File: config.mk
export PLATFORM = sky130hd
export DESIGN_NAME = tpr_regs
export DESIGN_NICKNAME = d
export VERILOG_FILES = /design/src/tpr_pkg.sv /design/src/tpr_strap_sync.sv /design/src/tpr_regs.sv
export SDC_FILE = /design/constraint.sdc
export NUM_CORES = 1
export LEC_CHECK = 0
export BUFFER_PORTS_ARGS = -buffer_cell sky130_fd_sc_hd__buf_2
export CAP_MARGIN = 20
export CORE_ASPECT_RATIO = 0.8
export CORE_UTILIZATION = 48
export CTS_CLUSTER_DIAMETER = 200
export DETAILED_ROUTE_END_ITERATION = 10
export GPL_TIMING_DRIVEN = 0
export PLACE_DENSITY = 0.91
export SYNTH_ARGS = -nofsm -noshare
export SYNTH_HDL_FRONTEND = slang
export SYNTH_SLANG_ARGS = --single-unit
File: constraint.sdc
create_clock -name aclk -period 2.7 [get_ports aclk]
set_clock_uncertainty 0.15 [all_clocks]
set_input_delay 0.675 -clock aclk [delete_from_list [all_inputs] [get_ports aclk]]
set_output_delay 0.675 -clock aclk [all_outputs]
set_load 0.05 [all_outputs]
File: src/tpr_pkg.sv
// Constants, register indices and field layouts for the role and test bank
package tpr_pkg;

  // Bus geometry
  localparam int TPR_ADDR_W = 16;
  localparam int TPR_DATA_W = 32;
  localparam int TPR_IDX_W = 14;
  localparam int TPR_REG_W = 16;
  localparam int TPR_LANES = 2;

  // Register indices, byte address is four times the index
  localparam logic [TPR_IDX_W-1:0] TPR_IDX_ABILITY = 14'h1012;
  localparam logic [TPR_IDX_W-1:0] TPR_IDX_ROLE_CTRL = 14'h1834;
  localparam logic [TPR_IDX_W-1:0] TPR_IDX_TEST_CTRL = 14'h1836;
  localparam logic [TPR_IDX_W-1:0] TPR_IDX_CODING_CTRL = 14'h3000;

  // Reset and fixed values
  localparam logic [TPR_REG_W-1:0] TPR_ABILITY_VALUE = 16'h0001;
  localparam logic [TPR_REG_W-1:0] TPR_ROLE_FIXED = 16'h8000;
  localparam logic [TPR_REG_W-1:0] TPR_TEST_RESET = 16'h0000;
  localparam logic [TPR_REG_W-1:0] TPR_CODING_RESET = 16'h0000;

  // Field positions
  localparam int TPR_ROLE_SEL_BIT = 14;
  localparam int TPR_TEST_MSB = 15;
  localparam int TPR_TEST_LSB = 13;
  localparam int TPR_CODING_RESET_BIT = 15;
  localparam int TPR_CODING_LOOP_BIT = 14;
  localparam int TPR_CODING_RXSTOP_BIT = 10;

  // Transmit test mode codes
  typedef enum logic [2:0] {
    TPR_TM_NORMAL = 3'b000,
    TPR_TM_MODE1 = 3'b001,
    TPR_TM_MODE2 = 3'b010,
    TPR_TM_RSVD3 = 3'b011,
    TPR_TM_MODE4 = 3'b100,
    TPR_TM_MODE5 = 3'b101,
    TPR_TM_RSVD6 = 3'b110,
    TPR_TM_RSVD7 = 3'b111
  } tpr_test_mode_t;

  // AXI response codes
  localparam logic [1:0] TPR_RESP_OKAY = 2'b00;
  localparam logic [1:0] TPR_RESP_SLVERR = 2'b10;
  localparam logic [TPR_DATA_W-1:0] TPR_DATA_ZERO = 32'h0000_0000;

endpackage

File: src/tpr_strap_sync.sv
// Strap pin synchroniser and package-dependent strap selection
`timescale 1ns/1ns
`default_nettype none
module tpr_strap_sync
  import tpr_pkg::*;
(
  // Clock
  input wire logic aclk,
  // Strap pins
  input wire logic first_led_strap_input,
  input wire logic fourth_rx_data_strap_input,
  input wire logic small_package_select,
  // Selected strap level
  output logic strap_role
);

  logic [2:0] meta_reg;
  logic [2:0] meta_next;
  logic [2:0] sync_reg;
  logic [2:0] sync_next;
  logic strap_reg;
  logic strap_next;

  // Straps are static pins, so the chain runs free without reset
  always_comb begin
    meta_next = {small_package_select, fourth_rx_data_strap_input,
                 first_led_strap_input};
    sync_next = meta_reg;
    // Larger package uses the LED strap, smaller one the data strap
    strap_next = sync_reg[2] ? sync_reg[1] : sync_reg[0];
  end

  // Two stages before anything looks at the pins
  always_ff @(posedge aclk) begin
    meta_reg <= meta_next;
    sync_reg <= sync_next;
    strap_reg <= strap_next;
  end

  assign strap_role = strap_reg;

endmodule
`default_nettype wire

File: src/tpr_regs.sv
// Role, test-mode and coding-layer control registers behind AXI4-Lite
//
// Functional notes
// The ability register resets to 0001h with bit 0 a fixed one and the rest zero.
// The role control register resets to 8000h with bit 14 taken from the strap, and bit 15 always reads one.
// Role bit 14 is writable, one selects link master and zero link slave.
// The role bit reset value comes from the strap chosen by package size.
// Role register bits 3 to 0 and 13 to 4 are read-only zero.
// Test-mode bits 15 to 13 select normal or test modes 1, 2, 4, 5; software avoids reserved codes.
// The test-mode register resets to 0000h and its low 13 bits are writable storage only.
// The coding-layer control register sits at 3000h and resets to 0000h.
// Writing one to coding bit 15 resets the coding, autonegotiation and link logic, then clears.
// The coding-layer loopback bit 14 is cleared by every coding-layer soft reset.
// Writes to read-only fields are ignored and reserved read-only bits read zero.
`timescale 1ns/1ns
`default_nettype none
module tpr_regs
  import tpr_pkg::*;
(
  // Clock and reset
  input wire logic aclk,
  input wire logic aresetn,
  // AXI4-Lite write address
  input wire logic [TPR_ADDR_W-1:0] s_axi_awaddr,
  input wire logic [2:0] s_axi_awprot,
  input wire logic s_axi_awvalid,
  output logic s_axi_awready,
  // AXI4-Lite write data
  input wire logic [TPR_DATA_W-1:0] s_axi_wdata,
  input wire logic [3:0] s_axi_wstrb,
  input wire logic s_axi_wvalid,
  output logic s_axi_wready,
  // AXI4-Lite write response
  output logic [1:0] s_axi_bresp,
  output logic s_axi_bvalid,
  input wire logic s_axi_bready,
  // AXI4-Lite read address
  input wire logic [TPR_ADDR_W-1:0] s_axi_araddr,
  input wire logic [2:0] s_axi_arprot,
  input wire logic s_axi_arvalid,
  output logic s_axi_arready,
  // AXI4-Lite read data
  output logic [TPR_DATA_W-1:0] s_axi_rdata,
  output logic [1:0] s_axi_rresp,
  output logic s_axi_rvalid,
  input wire logic s_axi_rready,
  // Strap pins
  input wire logic first_led_strap_input,
  input wire logic fourth_rx_data_strap_input,
  input wire logic small_package_select,
  // Controls to the physical layer
  output logic role_select_bit,
  output logic [2:0] transmit_test_mode,
  output logic coding_layer_loopback,
  output logic rx_clock_stoppable,
  output logic coding_layer_soft_reset
);

  // Write channel state
  logic aw_held_reg;
  logic aw_held_next;
  logic w_held_reg;
  logic w_held_next;
  logic [TPR_IDX_W-1:0] waddr_reg;
  logic [TPR_IDX_W-1:0] waddr_next;
  logic [TPR_REG_W-1:0] wdata_reg;
  logic [TPR_REG_W-1:0] wdata_next;
  logic [TPR_LANES-1:0] wstrb_reg;
  logic [TPR_LANES-1:0] wstrb_next;
  logic bvalid_reg;
  logic bvalid_next;
  logic [1:0] bresp_reg;
  logic [1:0] bresp_next;

  // Read channel state
  logic rvalid_reg;
  logic rvalid_next;
  logic [TPR_DATA_W-1:0] rdata_reg;
  logic [TPR_DATA_W-1:0] rdata_next;
  logic [1:0] rresp_reg;
  logic [1:0] rresp_next;

  // Register contents
  logic role_reg;
  logic role_next;
  logic [TPR_REG_W-1:0] test_reg;
  logic [TPR_REG_W-1:0] test_next;
  logic loop_reg;
  logic loop_next;
  logic rxstop_reg;
  logic rxstop_next;
  logic soft_reset_reg;
  logic soft_reset_next;
  logic [2:0] test_out_reg;
  logic [2:0] test_out_next;

  // Helpers
  logic strap_role;
  logic do_write;
  logic [TPR_REG_W-1:0] lane_mask;
  logic [TPR_REG_W-1:0] role_view;
  logic [TPR_REG_W-1:0] coding_view;
  logic [TPR_REG_W-1:0] read_word;
  logic read_hit;
  logic write_hit;
  logic [TPR_IDX_W-1:0] raddr_idx;
  logic [2:0] test_field;

  // Strap capture path
  tpr_strap_sync u_strap (
    .aclk(aclk),
    .first_led_strap_input(first_led_strap_input),
    .fourth_rx_data_strap_input(fourth_rx_data_strap_input),
    .small_package_select(small_package_select),
    .strap_role(strap_role)
  );

  // Byte lanes widen to bit masks for the 16-bit registers
  genvar lane;
  generate
    for (lane = 0; lane < TPR_LANES; lane++) begin : g_lane
      assign lane_mask[lane*8 +: 8] = {8{wstrb_reg[lane]}};
    end
  endgenerate

  // A write commits once both address and data are held
  assign do_write = aw_held_reg && w_held_reg && !bvalid_reg;

  // Handshake readies, idle only when nothing is pending
  assign s_axi_awready = !aw_held_reg && !bvalid_reg;
  assign s_axi_wready = !w_held_reg && !bvalid_reg;
  assign s_axi_arready = !rvalid_reg;

  // Write address decode
  always_comb begin
    if (waddr_reg == TPR_IDX_ROLE_CTRL) begin
      write_hit = 1'b1;
    end else if (waddr_reg == TPR_IDX_TEST_CTRL) begin
      write_hit = 1'b1;
    end else if (waddr_reg == TPR_IDX_CODING_CTRL) begin
      write_hit = 1'b1;
    end else if (waddr_reg == TPR_IDX_ABILITY) begin
      write_hit = 1'b1;
    end else begin
      write_hit = 1'b0;
    end
  end

  // Write channel sequencing; address and data may come in either order
  always_comb begin
    aw_held_next = aw_held_reg;
    w_held_next = w_held_reg;
    waddr_next = waddr_reg;
    wdata_next = wdata_reg;
    wstrb_next = wstrb_reg;
    bvalid_next = bvalid_reg;
    bresp_next = bresp_reg;
    if (s_axi_awvalid && s_axi_awready) begin
      aw_held_next = 1'b1;
      waddr_next = s_axi_awaddr[TPR_ADDR_W-1:2];
    end
    if (s_axi_wvalid && s_axi_wready) begin
      w_held_next = 1'b1;
      wdata_next = s_axi_wdata[TPR_REG_W-1:0];
      wstrb_next = s_axi_wstrb[TPR_LANES-1:0];
    end
    if (do_write) begin
      aw_held_next = 1'b0;
      w_held_next = 1'b0;
      bvalid_next = 1'b1;
      bresp_next = write_hit ? TPR_RESP_OKAY : TPR_RESP_SLVERR;
    end else if (bvalid_reg && s_axi_bready) begin
      bvalid_next = 1'b0;
    end
  end

  always_ff @(posedge aclk) begin
    if (!aresetn) begin
      aw_held_reg <= 1'b0;
      w_held_reg <= 1'b0;
      waddr_reg <= '0;
      wdata_reg <= '0;
      wstrb_reg <= '0;
      bvalid_reg <= 1'b0;
      bresp_reg <= TPR_RESP_OKAY;
    end else begin
      aw_held_reg <= aw_held_next;
      w_held_reg <= w_held_next;
      waddr_reg <= waddr_next;
      wdata_reg <= wdata_next;
      wstrb_reg <= wstrb_next;
      bvalid_reg <= bvalid_next;
      bresp_reg <= bresp_next;
    end
  end

  // Register updates; read-only fields simply have no write path
  always_comb begin
    role_next = role_reg;
    test_next = test_reg;
    loop_next = loop_reg;
    rxstop_next = rxstop_reg;
    soft_reset_next = 1'b0;
    if (!aresetn) begin
      // Strap level loads while reset is held
      role_next = strap_role;
    end else if (do_write) begin
      if (waddr_reg == TPR_IDX_ROLE_CTRL) begin
        if (lane_mask[TPR_ROLE_SEL_BIT]) begin
          role_next = wdata_reg[TPR_ROLE_SEL_BIT];
        end
      end else if (waddr_reg == TPR_IDX_TEST_CTRL) begin
        // All sixteen bits store, low ones carry no function
        test_next = (wdata_reg & lane_mask) | (test_reg & ~lane_mask);
      end else if (waddr_reg == TPR_IDX_CODING_CTRL) begin
        if (lane_mask[TPR_CODING_LOOP_BIT]) begin
          loop_next = wdata_reg[TPR_CODING_LOOP_BIT];
        end
        if (lane_mask[TPR_CODING_RXSTOP_BIT]) begin
          rxstop_next = wdata_reg[TPR_CODING_RXSTOP_BIT];
        end
        if (lane_mask[TPR_CODING_RESET_BIT] &&
            wdata_reg[TPR_CODING_RESET_BIT]) begin
          // Soft reset beats the loopback value in the same write
          soft_reset_next = 1'b1;
          loop_next = 1'b0;
          rxstop_next = 1'b0;
        end
      end
    end
  end

  always_ff @(posedge aclk) begin
    if (!aresetn) begin
      role_reg <= role_next;
      test_reg <= TPR_TEST_RESET;
      loop_reg <= TPR_CODING_RESET[TPR_CODING_LOOP_BIT];
      rxstop_reg <= TPR_CODING_RESET[TPR_CODING_RXSTOP_BIT];
      soft_reset_reg <= 1'b0;
    end else begin
      role_reg <= role_next;
      test_reg <= test_next;
      loop_reg <= loop_next;
      rxstop_reg <= rxstop_next;
      soft_reset_reg <= soft_reset_next;
    end
  end

  // Reserved codes drive normal operation so a bad write stays harmless
  assign test_field = test_reg[TPR_TEST_MSB:TPR_TEST_LSB];
  always_comb begin
    case (tpr_test_mode_t'(test_field))
      TPR_TM_MODE1: test_out_next = TPR_TM_MODE1;
      TPR_TM_MODE2: test_out_next = TPR_TM_MODE2;
      TPR_TM_MODE4: test_out_next = TPR_TM_MODE4;
      TPR_TM_MODE5: test_out_next = TPR_TM_MODE5;
      default: test_out_next = TPR_TM_NORMAL;
    endcase
  end

  always_ff @(posedge aclk) begin
    if (!aresetn) begin
      test_out_reg <= TPR_TM_NORMAL;
    end else begin
      test_out_reg <= test_out_next;
    end
  end

  // Read views; fixed bits come from constants, reserved bits are zero
  always_comb begin
    role_view = TPR_ROLE_FIXED;
    role_view[TPR_ROLE_SEL_BIT] = role_reg;
    coding_view = TPR_CODING_RESET;
    // Soft reset bit self-clears, so it always reads zero
    coding_view[TPR_CODING_LOOP_BIT] = loop_reg;
    coding_view[TPR_CODING_RXSTOP_BIT] = rxstop_reg;
  end

  // Read address decode
  assign raddr_idx = s_axi_araddr[TPR_ADDR_W-1:2];
  always_comb begin
    read_hit = 1'b1;
    if (raddr_idx == TPR_IDX_ABILITY) begin
      read_word = TPR_ABILITY_VALUE;
    end else if (raddr_idx == TPR_IDX_ROLE_CTRL) begin
      read_word = role_view;
    end else if (raddr_idx == TPR_IDX_TEST_CTRL) begin
      read_word = test_reg;
    end else if (raddr_idx == TPR_IDX_CODING_CTRL) begin
      read_word = coding_view;
    end else begin
      read_word = '0;
      read_hit = 1'b0;
    end
  end

  // Read channel, one answer outstanding at a time
  always_comb begin
    rvalid_next = rvalid_reg;
    rdata_next = rdata_reg;
    rresp_next = rresp_reg;
    if (s_axi_arvalid && s_axi_arready) begin
      rvalid_next = 1'b1;
      rdata_next = {{(TPR_DATA_W-TPR_REG_W){1'b0}}, read_word};
      rresp_next = read_hit ? TPR_RESP_OKAY : TPR_RESP_SLVERR;
    end else if (rvalid_reg && s_axi_rready) begin
      rvalid_next = 1'b0;
    end
  end

  always_ff @(posedge aclk) begin
    if (!aresetn) begin
      rvalid_reg <= 1'b0;
      rdata_reg <= TPR_DATA_ZERO;
      rresp_reg <= TPR_RESP_OKAY;
    end else begin
      rvalid_reg <= rvalid_next;
      rdata_reg <= rdata_next;
      rresp_reg <= rresp_next;
    end
  end

  // Outputs
  assign s_axi_bvalid = bvalid_reg;
  assign s_axi_bresp = bresp_reg;
  assign s_axi_rvalid = rvalid_reg;
  assign s_axi_rdata = rdata_reg;
  assign s_axi_rresp = rresp_reg;
  assign role_select_bit = role_reg;
  assign transmit_test_mode = test_out_reg;
  assign coding_layer_loopback = loop_reg;
  assign rx_clock_stoppable = rxstop_reg;
  assign coding_layer_soft_reset = soft_reset_reg;

endmodule
`default_nettype wire

; ---- After elaboration in Yosys (flattened, before gate mapping)
; Index checks and enable logic that the tools add are counted.
[word_totals]
register_bits = 86
latch_bits = 0
ramBits = 0
romBits = 0
out_inout_bits = 48
wordCells = 93
memories = 0
[classes]
add_sub_neg = 0
n_mul = 0
div = 0
magnitude_cmp = 0
eq_ne = 15
n_shift = 0
muxes = 28
bitwise_logic = 9
reduce_logical = 22
[ops]
columns = operator, n
row1 = "14-bit by 13-bit equality test with 1-bit output, second input constant", 6
row2 = 16-bit two-way mux, 3
row3 = 16-bit bitwise AND, 2
row4 = "14-bit equality test, second input constant", 2
row5 = 1-bit two-way mux, 21
row6 = 16-bit inverter, 1
row7 = 16-bit bitwise OR, 1
row8 = 15-bit two-way mux, 1
row9 = 3-bit one-hot mux with 4 select lines, 1
row10 = 1-bit logical AND, 10
row11 = "3-bit equality test, second input constant", 2
row12 = "2-bit by 1-bit != test with 1-bit output, second input constant", 3
row13 = 3-bit AND reduction, 2
row14 = 2-bit nonzero test, 3
row15 = 1-bit inverter, 5
row16 = 5-bit AND reduction, 1
row17 = 5-bit OR reduction, 1
row18 = 1-bit zero test, 4
row19 = 2-bit two-way mux, 2
row20 = "3-bit by 1-bit equality test with 1-bit output, second input constant", 1
row21 = "3-bit by 2-bit equality test with 1-bit output, second input constant", 1
row22 = 2-bit OR reduction, 1

; ---- Logic depth before layout (Yosys ltp)
; Gate-level depths: netlist (run 1).
[depth]
word_depth = 6
depth_mapped = 6
ltp_nobuf = 4

; ---- Cells and area by module
; Synthesis (run 1) repeated with hierarchy kept, for this count alone.
[hier_totals]
cells_unflattened = 368
hier_area_um2 = 3306.9
[modules_own_cells]
columns = mod, n_inst, cells_each, area_per_inst_um2
row1 = tpr_regs, 1, 360, 3151.8
row2 = tpr_strap_sync, 1, 8, 155.1

; ---- Worst setup path before layout (run 1)
; Ideal clock, no wire load.
[synth_path]
path_type = register to register
startpoint = reg bvalid_reg, in the netlist s_axi_bvalid
endpoint = reg wdata_reg[10]
t_arrival_ns = 2.235
required_ns = 2.480
setup_slack_ns = 0.244
path_stages_with_launch = 7
synth_period_minus_slack_ns = 2.456
path_cell_list = dfxtp_1 > nor2_1 > and2_1 > clkbuf_1 > clkbuf_1 > nand2_1 > a21oi_1
[synth_between]
elab_chain_cells = 3
[synth_lines]
columns = item, line
row1 = start: declaration, tpr_regs.sv:70  ; logic bvalid_reg;
row2 = start signal: assignment, tpr_regs.sv:192  ; bvalid_reg <= bvalid_next;
row3 = 1-bit zero test, tpr_regs.sv:131  ; assign s_axi_wready = !w_held_reg && !bvalid_reg;
row4 = 1-bit logical AND, tpr_regs.sv:131
row5 = net s_axi_wready, tpr_regs.sv:32  ; output logic s_axi_wready,
row6 = 1-bit logical AND, tpr_regs.sv:162  ; if (s_axi_wvalid && s_axi_wready) begin
row7 = end signal: assignment, tpr_regs.sv:190  ; wdata_reg <= wdata_next;
row8 = end: declaration, tpr_regs.sv:66  ; logic [TPR_REG_W-1:0] wdata_reg;
; The timed path passes the listed nets, and every way through them passes these cells.
; A chain may end at the register's enable or synchronous reset.

; ---- Worst setup path in the final report (run 1)
[layout_path]
startpoint = in s_axi_araddr[8]
endpoint = reg rdata_reg[5], in the netlist s_axi_rdata[5]
[layout_between]
elab_chain_cells = 4
[layout_lines]
columns = item, line
row1 = start: declaration, tpr_regs.sv:38  ; input wire logic [TPR_ADDR_W-1:0] s_axi_araddr,
row2 = 14-bit by 13-bit equality test with 1-bit output, tpr_regs.sv:287  ; end else if (raddr_idx == TPR_IDX_TEST_CTRL) begin
row3 = 16-bit two-way mux, tpr_regs.sv:287
row4 = 16-bit two-way mux, tpr_regs.sv:285  ; end else if (raddr_idx == TPR_IDX_ROLE_CTRL) begin
row5 = 16-bit two-way mux *, tpr_regs.sv:283  ; if (raddr_idx == TPR_IDX_ABILITY) begin
row6 = end signal: assignment, tpr_regs.sv:318  ; rdata_reg <= rdata_next;
row7 = end: declaration, tpr_regs.sv:78  ; logic [TPR_DATA_W-1:0] rdata_reg;
; Mark *: on every way between the ends. The rest lies on a longest branch, timed or not.

==> flow_metrics.py, run 1 <==
metrics = {
    "global_routing": {
        "grt_pass1_wl_um": 12810,
        "grt_overflow": 0,
        "grt_pass1_vias": 2786,
        "grt_max_degree": 16,
        "antenna_found_initial": 0,
        "track_usage": 0.2246,
    },
    "clocking": {
        "holdBufCountCts": 0,
        "clock_latency_ns": 0.36,
        "post_cts_buffers": 0,
        "cts-htree-levels": 3,
        "cts.sinks": 84,
        "cts_buffers": 9,
        "cts_tree": "built",
        "cts_buffer_depth": 2,
        "ctsResizeCount": 0,
        "clock-root-buffer": "clkbuf_8",
        "cts.clk_slew.worst_paths_ns": 0.08,
    },
    "drt": {
        "wl_um": 8033,
        "avgRoutedWirePerCell_um": 13.32,
        "drc": 0,
        "dr.pass1.iters": 4,
        "vias": 3153,
        "ant_nets": 0,
        "initialDrtViolationCount": 153,
        "routed_via_density": 5.229,
    },
    "critical_path": {
        "startpoint": "s_axi_araddr[8]",
        "reg2reg_slack_ns": 0.58,
        "endpoint": "s_axi_rdata[5]",
        "crit_type": "primary input to register",
        "path_cells": "buf_2, or4b_4, nor4_4, buf_6, nand4_1, a21oi_1",
        "crit_fanout": 10,
        "max_stage_delay_ns": 0.57,
        "worstRegToRegCells": 4,
        "cp-end-kind": "register",
        "critPathLaunchType": "primary input",
        "reg2reg_from": "waddr_reg[9]",
        "required_ns": 2.83,
        "worstPathArrival_ns": 2.32,
        "slowest_stage": "or4b_4",
    },
    "timing": {
        "max_freq_mhz": 456.6,
        "slew_headroom": 0.5963,
        "setup_violations": 0,
        "rsz0062_at_grt": "false",
        "min_period_ns": 2.190,
        "period_share": 0.8111,
        "slew_violations": 0,
        "hold_violations": 0,
        "worstMarginPinSlew_ns": 0.5971,
        "tns_ns": 0,
    },
    "logic_synthesis": {
        "yosysSeqAreaShare": 0.5037,
        "synth_cell_type_count": 43,
        "syn_area_per_cell_um2": 8.354,
        "synth_edf_count": 1,
        "netlist_instances": 402,
        "synthFlopType": "dfxtp_1",
        "syn-cell-area_mm2": 0.003358,
        "ys_ff_latch": 84,
        "async_flop_share": 0,
        "yosysWarningCount": 0,
    },
    "job": {
        "maxCapViolCount": 0,
    },
    "final_layout": {
        "nNetsFinal": 598,
        "area_growth_pct": 23.99,
        "layout-drive-gt1-share": 0.2486,
        "antenna_cells": 0,
        "final_area_mm2": 0.004164,
    },
    "die": {
        "coreArea_mm2": 0.006571,
        "die_x_um": 95.52,
        "rows": 26,
        "io_pins": 132,
        "dieHeight_um": 76.82,
        "start_util": 0.5110,
        "fp.dieArea_mm2": 0.007337,
    },
    "placed_design": {
        "post_dp_cell_area_mm2": 0.003948,
        "place.gp.congestion": 0.8543,
        "dp_hpwl_um": 6025,
        "io_buffer_count": 84,
    },
    "power": {
        "powerDensity_mw_per_mm2": 626.6,
        "leakagePower_nw": 1.732,
        "ir_worst_vdd_uv": 433.8,
        "finalPower_mw": 2.609,
    },
    "worst_hold_path": {
        "hold_path.class": "register to register",
    },
    "run_status": {
        "outcome": "finished, final reports clean",
    },
}
==> area by class of cell <==
class                      count  area (µm²)
fill                         575        2407
sequential                    84        1692
multi-input combinational    291        1488
timing repair buffer          84       420.4
buffer                        40       227.7
clock buffer                  10       148.9
tap                           84       105.1
clock inverter                 6       67.56
inverter                       4       15.01
==> Yosys cell counts, types with 2 or more instances <==
cell type / instances / area, µm²
nor2b_1: 2 / 12.51
buf_2: 2 / 10.01
nor2_1: 14 / 52.55
nor3b_1: 4 / 30.03
or4b_1: 2 / 20.02
nand2_1: 91 / 341.6
and2_1: 2 / 12.51
nand2b_1: 5 / 31.28
nand4_1: 16 / 100.1
nor4b_1: 2 / 17.52
o31ai_1: 3 / 22.52
or3_1: 2 / 12.51
dfxtp_1: 83 / 1662
a21oi_1: 61 / 305.3
buf_4: 18 / 135.1
clkbuf_1: 18 / 67.56
and4_1: 2 / 17.52
or4_1: 3 / 22.52
and3_1: 2 / 12.51
nand3_1: 24 / 120.1
mux2i_1: 5 / 50.05
inv_1: 3 / 11.26
o21ai_1: 4 / 20.02
o21ai_0: 15 / 75.07
==> where the power goes <==
part	switching [mW]	internal (mW)
Sequential	0.0383	1.29
Clock	0.457	0.488
Combinational	0.230	0.107
Total	0.725	1.88
==> per-layer routing <==
| layer | part of all wire | track usage | vias to the layer above |
|---|---|---|---|
| li1 | - | - | 1577 |
| met1 | 0.46 | 0.3065 | 1411 |
| met2 | 0.43 | 0.3271 | 153 |
| met3 | 0.095 | 0.08433 | 12 |
| met4 | 0.016 | 0.06866 | 0 |
| met5 | 0 | 0 | - |
==> cells in the final DEF, fill, tap and decap left out, drive strengths merged, types with 2 or more instances in the layout <==
cell / Yosys / routed
nor4b: 3 / 3
nand4: 16 / 16
mux2i: 5 / 5
nor2: 14 / 14
and4: 2 / 2
buf: 22 / 106
or4: 3 / 3
or3: 2 / 2
nand2: 91 / 91
and3: 2 / 2
nand2b: 5 / 5
clkbuf: 18 / 28
conb: 1 / 18
nor3b: 5 / 5
o21ai: 19 / 19
or4b: 3 / 3
and2: 2 / 2
o31ai: 3 / 3
a21oi: 61 / 61
dfxtp: 83 / 83
nor4: 2 / 2
nor2b: 2 / 2
nand3: 24 / 24
clkinvlp: 0 / 2
inv: 4 / 6
==> metrics by stage <==
step             util  setup WS, ns  cells  hold slack (ns)
6_report       0.6337        0.5101    603           0.1807
5_1_grt        0.6337        0.3937    603           0.1856
4_1_cts        0.6337        0.5208    603           0.1811
3_5_place_dp   0.6007        0.1475    587           0.1675
3_3_place_gp   0.6007        0.2019    587           0.1616
2_1_floorplan       -        0.2442    419           0.1596
==> kinds of logic after synthesis <==
logic type | Yosys count | synth area share
mux | 6 | 0.01826
simple gates | 180 | 0.2701
flops | 84 | 0.5037
other cells | 1 | 0.001117
compound gates | 87 | 0.1345
buf+inv | 44 | 0.07228
==> worst min path at each step <==
stage / startpoint / end / slack, ns / depth (start not counted)
after CTS: u_strap.meta_reg[2] / u_strap.sync_reg[2] / 0.18 / 0
final: u_strap.meta_reg[2] / u_strap.sync_reg[2] / 0.18 / 0
after global routing: u_strap.meta_reg[2] / u_strap.sync_reg[2] / 0.19 / 0
after global placement: u_strap.meta_reg[2] / u_strap.sync_reg[2] / 0.16 / 0
after floorplan: u_strap.meta_reg[0] / u_strap.sync_reg[0] / 0.16 / 0
after detailed placement: u_strap.meta_reg[0] / u_strap.sync_reg[0] / 0.17 / 0
==> worst max-delay path: cells and delay by family <==
family | cells | cell delay, ns
compound gates | 1 | 0.15
buf+inv | 2 | 0.31
simple gates | 3 | 1.19
No activity file was read; power rests on OpenSTA's default activity.
==> inputs of run 2 (changes only) <==
==> constraint.sdc (replaced) <==
create_clock -name aclk -period 2.13 [get_ports aclk]
set_clock_uncertainty 0.15 [all_clocks]
set_input_delay 0.5325 -clock aclk [delete_from_list [all_inputs] [get_ports aclk]]
set_output_delay 0.5325 -clock aclk [all_outputs]
set_load 0.05 [all_outputs]
==> flow_metrics.py, run 2 (same netlist as run 1, synthesis figures left out) <==
metrics = {
    "timing": {
        "max_freq_mhz": 482.9,
        "worstMarginPinSlew_ns": 0.5703,
        "min_period_ns": 2.071,
        "setup_violations": 0,
        "period_share": 0.9723,
        "tns_ns": 0,
        "rsz0062_at_grt": "false",
        "slew_headroom": 0.6198,
        "hold_slack_ns": 0.1180,
        "hold_violations": 0,
        "slew_violations": 0,
    },
    "power": {
        "powerDensity_mw_per_mm2": 825.1,
        "netSwitchingPower_uw": 933.4,
        "finalPower_mw": 3.493,
        "seqPwrFrac": 0.483,
        "pwr-share-clk": 0.394,
        "combinationalPowerShare": 0.123,
        "ir_worst_vdd_uv": 557.3,
        "leakagePower_nw": 1.769,
        "sw_frac_of_total": 0.2673,
        "p_int_mw": 2.559,
    },
    "drt": {
        "dr.pass1.iters": 5,
        "wl_um": 8468,
        "drc": 0,
        "routed_via_density": 5.223,
        "initialDrtViolationCount": 199,
        "avgRoutedWirePerCell_um": 13.97,
        "vias": 3165,
        "ant_nets": 0,
    },
    "die": {
        "io_pins": 132,
        "start_util": 0.5110,
        "fp.dieArea_mm2": 0.007337,
        "die_x_um": 95.52,
        "coreArea_mm2": 0.006571,
        "dieHeight_um": 76.82,
        "rows": 26,
    },
    "placed_design": {
        "io_buffer_count": 84,
        "dp.cells": 587,
        "dp_hpwl_um": 6282,
        "place.gp.congestion": 0.8295,
    },
    "critical_path": {
        "critPathLaunchType": "register",
        "crit_type": "register to register",
        "startpoint": "waddr_reg[9]",
        "path_cells": "nor4b_1, nand4_1, o31ai_1",
        "cp-end-kind": "register",
        "worstPathArrival_ns": 1.97,
        "reg2reg_from": "waddr_reg[9]",
        "slowest_stage": "nor4b_1",
        "max_stage_delay_ns": 0.53,
        "required_ns": 2.03,
        "crit_fanout": 7,
    },
    "run_status": {
        "outcome": "finished, final reports clean",
    },
    "clocking": {
        "cts.sinks": 84,
        "clock-root-buffer": "clkbuf_8",
        "cts_buffers": 9,
        "clock_latency_ns": 0.37,
        "cts-htree-levels": 3,
        "cts_tree": "built",
        "cts_buffer_depth": 2,
        "cts.clk_slew.worst_paths_ns": 0.09,
    },
    "worst_hold_path": {
        "hold_path.class": "primary input to register",
        "min_from": "small_package_select",
    },
    "global_routing": {
        "grt_max_degree": 16,
        "antenna_found_initial": 0,
        "track_usage": 0.2419,
        "grt_pass1_vias": 2964,
        "grt_pass1_wl_um": 13770,
        "grt_overflow": 0,
    },
    "final_layout": {
        "fillerInstances": 548,
        "layout-drive-gt1-share": 0.2586,
        "antenna_cells": 0,
        "nNetsFinal": 601,
        "area_growth_pct": 26.04,
        "final_common_cell": "nand2_1",
        "instances_no_fill": 606,
        "final_cell_mix": "91 x nand2_1, 86 x buf_2, 83 x dfxtp_1, 61 x a21oi_1, 24 x nand3_1",
    },
    "job": {
        "maxCapViolCount": 0,
    },
}
==> run 2: stage by stage <==
stage	setup slack, ns	utilization	cell area, µm²
floorplan	0.02008	-	3437
global placement	-0.2214	0.6030	3963
detailed placement	-0.2860	0.6030	3963
CTS	0.005832	0.6403	4208
global route	0.006602	0.6441	4233
finish	0.05905	0.6441	4233
==> run 2: cell type report <==
type	count	area (µm²)	share of cell area
inverter	4	15.01	0.003547
tap	84	105.1	0.02483
clock buffer	9	123.9	0.02926
timing repair buffer	87	442.9	0.1046
multi-input combinational	291	1505	0.3556
buffer	40	227.7	0.05380
clock inverter	7	121.4	0.02867
sequential	84	1692	0.3996
==> run 2: per-layer routing <==
| layer | global-route usage | vias up | share of wire |
|---|---|---|---|
| li1 | - | 1595 | - |
| met2 | 0.3750 | 142 | 0.46 |
| met3 | 0.05853 | 11 | 0.081 |
| met5 | 0 | - | 0 |
| met4 | 0.09403 | 0 | 0.014 |
| met1 | 0.3222 | 1417 | 0.44 |
==> run 2: repair_timing <==
action / 4_1_cts / 5_1_grt
endpoints found under the setup margin: 0 / 6
gates resized for setup: 0 / 1
hold buffers: 0 / 0
endpoints found under the hold margin: 0 / 0
setup buffers: 0 / 3
==> run 2: power groups by stage <==
stage / registers (mW) / clock network (mW) / logic, mW
floorplan: 1.73 / 0 / 0.290
global placement: 1.72 / 0 / 0.414
detailed placement: 1.72 / 0 / 0.424
CTS: 1.68 / 1.39 / 0.427
global route: 1.69 / 1.47 / 0.473
finish: 1.69 / 1.38 / 0.430
==> run 2: path summary, 6_finish.rpt <==
check | endpoint | slack [ns] | depth (start not counted)
min | u_strap.meta_reg[2] | 0.12 | 1
min reg2reg | u_strap.sync_reg[0] | 0.18 | 0
max | role_select_bit | 0.06 | 3
max reg2reg | role_select_bit | 0.06 | 3
==> run 2: worst max-delay path, delay by kind of cell (launching register included) <==
family	cells	cell delay (ns)
AND/OR/NAND/NOR	2	0.92
AO/OA/AOI/OAI	1	0.35
flip-flops	1	0.33
==> inputs of run 3 (changes only) <==
--- a/config.mk
+++ b/config.mk
@@ -8,6 +8,7 @@
 export BUFFER_PORTS_ARGS = -buffer_cell sky130_fd_sc_hd__buf_2
 export CAP_MARGIN = 20
 export CORE_ASPECT_RATIO = 0.8
+export CORE_MARGIN = 8
 export CORE_UTILIZATION = 48
 export CTS_CLUSTER_DIAMETER = 200
 export DETAILED_ROUTE_END_ITERATION = 10
==> flow_metrics.py, run 3 (same netlist as run 1, synthesis figures left out) <==
metrics = {
    "run_status": {
        "outcome": "finished, final reports clean",
    },
    "timing": {
        "min_period_ns": 2.014,
        "slew_headroom": 0.6156,
        "period_share": 0.9457,
        "setup_violations": 0,
        "worstMarginPinSlew_ns": 0.5734,
        "max_freq_mhz": 496.4,
        "slew_violations": 0,
        "rsz0062_at_grt": "false",
        "hold_violations": 0,
    },
    "critical_path": {
        "crit_fanout": 7,
        "path_cells": "nor4b_2, nand4_1, o31ai_1",
        "slowest_stage": "nor4b_2",
        "cp-end-kind": "register",
        "required_ns": 2.00,
        "critPathLaunchType": "register",
        "max_stage_delay_ns": 0.46,
        "worstPathArrival_ns": 1.88,
        "crit_type": "register to register",
    },
    "final_layout": {
        "final_common_cell": "nand2_1",
        "final_cell_mix": "91 x nand2_1, 86 x buf_2, 83 x dfxtp_1, 61 x a21oi_1, 24 x nand3_1",
        "nNetsFinal": 600,
        "area_growth_pct": 24.22,
        "layout-drive-gt1-share": 0.2500,
        "instances_no_fill": 607,
        "antenna_cells": 0,
    },
    "drt": {
        "ant_nets": 0,
        "avgRoutedWirePerCell_um": 14.95,
        "initialDrtViolationCount": 248,
        "dr.pass1.iters": 5,
        "vias": 3158,
        "drc": 0,
        "wl_um": 9076,
        "routed_via_density": 5.203,
    },
    "die": {
        "die_x_um": 109.5,
        "start_util": 0.4921,
        "fp.dieArea_mm2": 0.009946,
        "io_pins": 132,
        "rows": 27,
        "coreArea_mm2": 0.006824,
        "dieHeight_um": 90.82,
    },
    "global_routing": {
        "grt_pass1_wl_um": 14400,
        "track_usage": 0.1783,
        "antenna_found_initial": 0,
        "grt_pass1_vias": 3104,
        "grt_overflow": 0,
        "grt_max_degree": 13,
    },
    "clocking": {
        "clock-root-buffer": "clkbuf_8",
        "cts_buffers": 9,
        "cts.sinks": 84,
        "clock_latency_ns": 0.35,
        "cts_tree": "built",
        "cts_buffer_depth": 2,
        "cts-htree-levels": 3,
        "cts.clk_slew.worst_paths_ns": 0.08,
    },
    "placed_design": {
        "io_buffer_count": 84,
        "dp_hpwl_um": 7033,
        "dp.cells": 590,
        "place.gp.congestion": 0.8500,
    },
    "power": {
        "leakagePower_nw": 1.739,
        "finalPower_mw": 3.219,
        "ir_worst_vdd_uv": 394.9,
        "powerDensity_mw_per_mm2": 771.6,
    },
    "job": {
        "maxCapViolCount": 0,
    },
    "worst_hold_path": {
        "hold_path.class": "primary input to register",
    },
}
-- run 3: cell type report --
type	instances	area, µm²
clock inverter	2	35.03
fill	604	2653
multi-input combinational	291	1509
timing repair buffer	86	435.4
buffer	40	227.7
sequential	84	1692
clock buffer	13	148.9
tap	87	108.9
inverter	4	15.01
-- run 3: worst max-delay path, delay by kind of cell (launching register included) --
kind / cells / cell delay, ns
simple gates: 2 / 0.78
compound gates: 1 / 0.42
flops: 1 / 0.33
-- run 3: worst paths after layout --
path	start	endpoint	slack (ns)	cells past startpoint
setup / recovery	waddr_reg[9]	role_select_bit	0.12	3
hold / removal	first_led_strap_input	u_strap.meta_reg[0]	0.14	1
setup reg to reg	waddr_reg[9]	role_select_bit	0.12	3
hold reg to reg	u_strap.meta_reg[2]	u_strap.sync_reg[2]	0.18	0
-- run 3: layer usage --
| layer | GRT usage | vias up | wire length (µm) |
|---|---|---|---|
| li1 | - | 1583 | - |
| met1 | 0.2313 | 1421 | 4189 |
| met2 | 0.2733 | 138 | 3902 |
| met3 | 0.06134 | 16 | 880 |
| met4 | 0.04602 | 0 | 104 |
| met5 | 0 | - | 0 |
-- run 3: metrics by stage --
step / setup slack [ns] / hold slack, ns / setup TNS, ns / util / instance area (µm²)
3_3_place_gp: -0.2284 / 0.1615 / -2.918 / 0.5812 / 3966
3_5_place_dp: -0.3088 / 0.1644 / -3.801 / 0.5812 / 3966
6_report: 0.1156 / 0.1368 / 0 / 0.6113 / 4172
5_1_grt: 0.004970 / 0.1126 / 0 / 0.6113 / 4172
4_1_cts: 0.04728 / 0.1188 / 0 / 0.6091 / 4156
2_1_floorplan: 0.02008 / 0.1596 / 0 / - / 3437
-- run 3: what timing repair did --
item	in CTS	in global routing
resized for setup	1	0
pin swaps	0	1
buffers inserted	0	2
endpoints found under the setup margin	4	8
hold buffers	0	0
-- run 3: report_power, final --
| part | switching [mW] | internal [mW] | leakage (nW) |
|---|---|---|---|
| logic | 0.297 | 0.138 | 0.957 |
| registers | 0.0510 | 1.64 | 0.688 |
| clock network | 0.530 | 0.568 | 0.0935 |
| total | 0.878 | 2.34 | 1.74 |
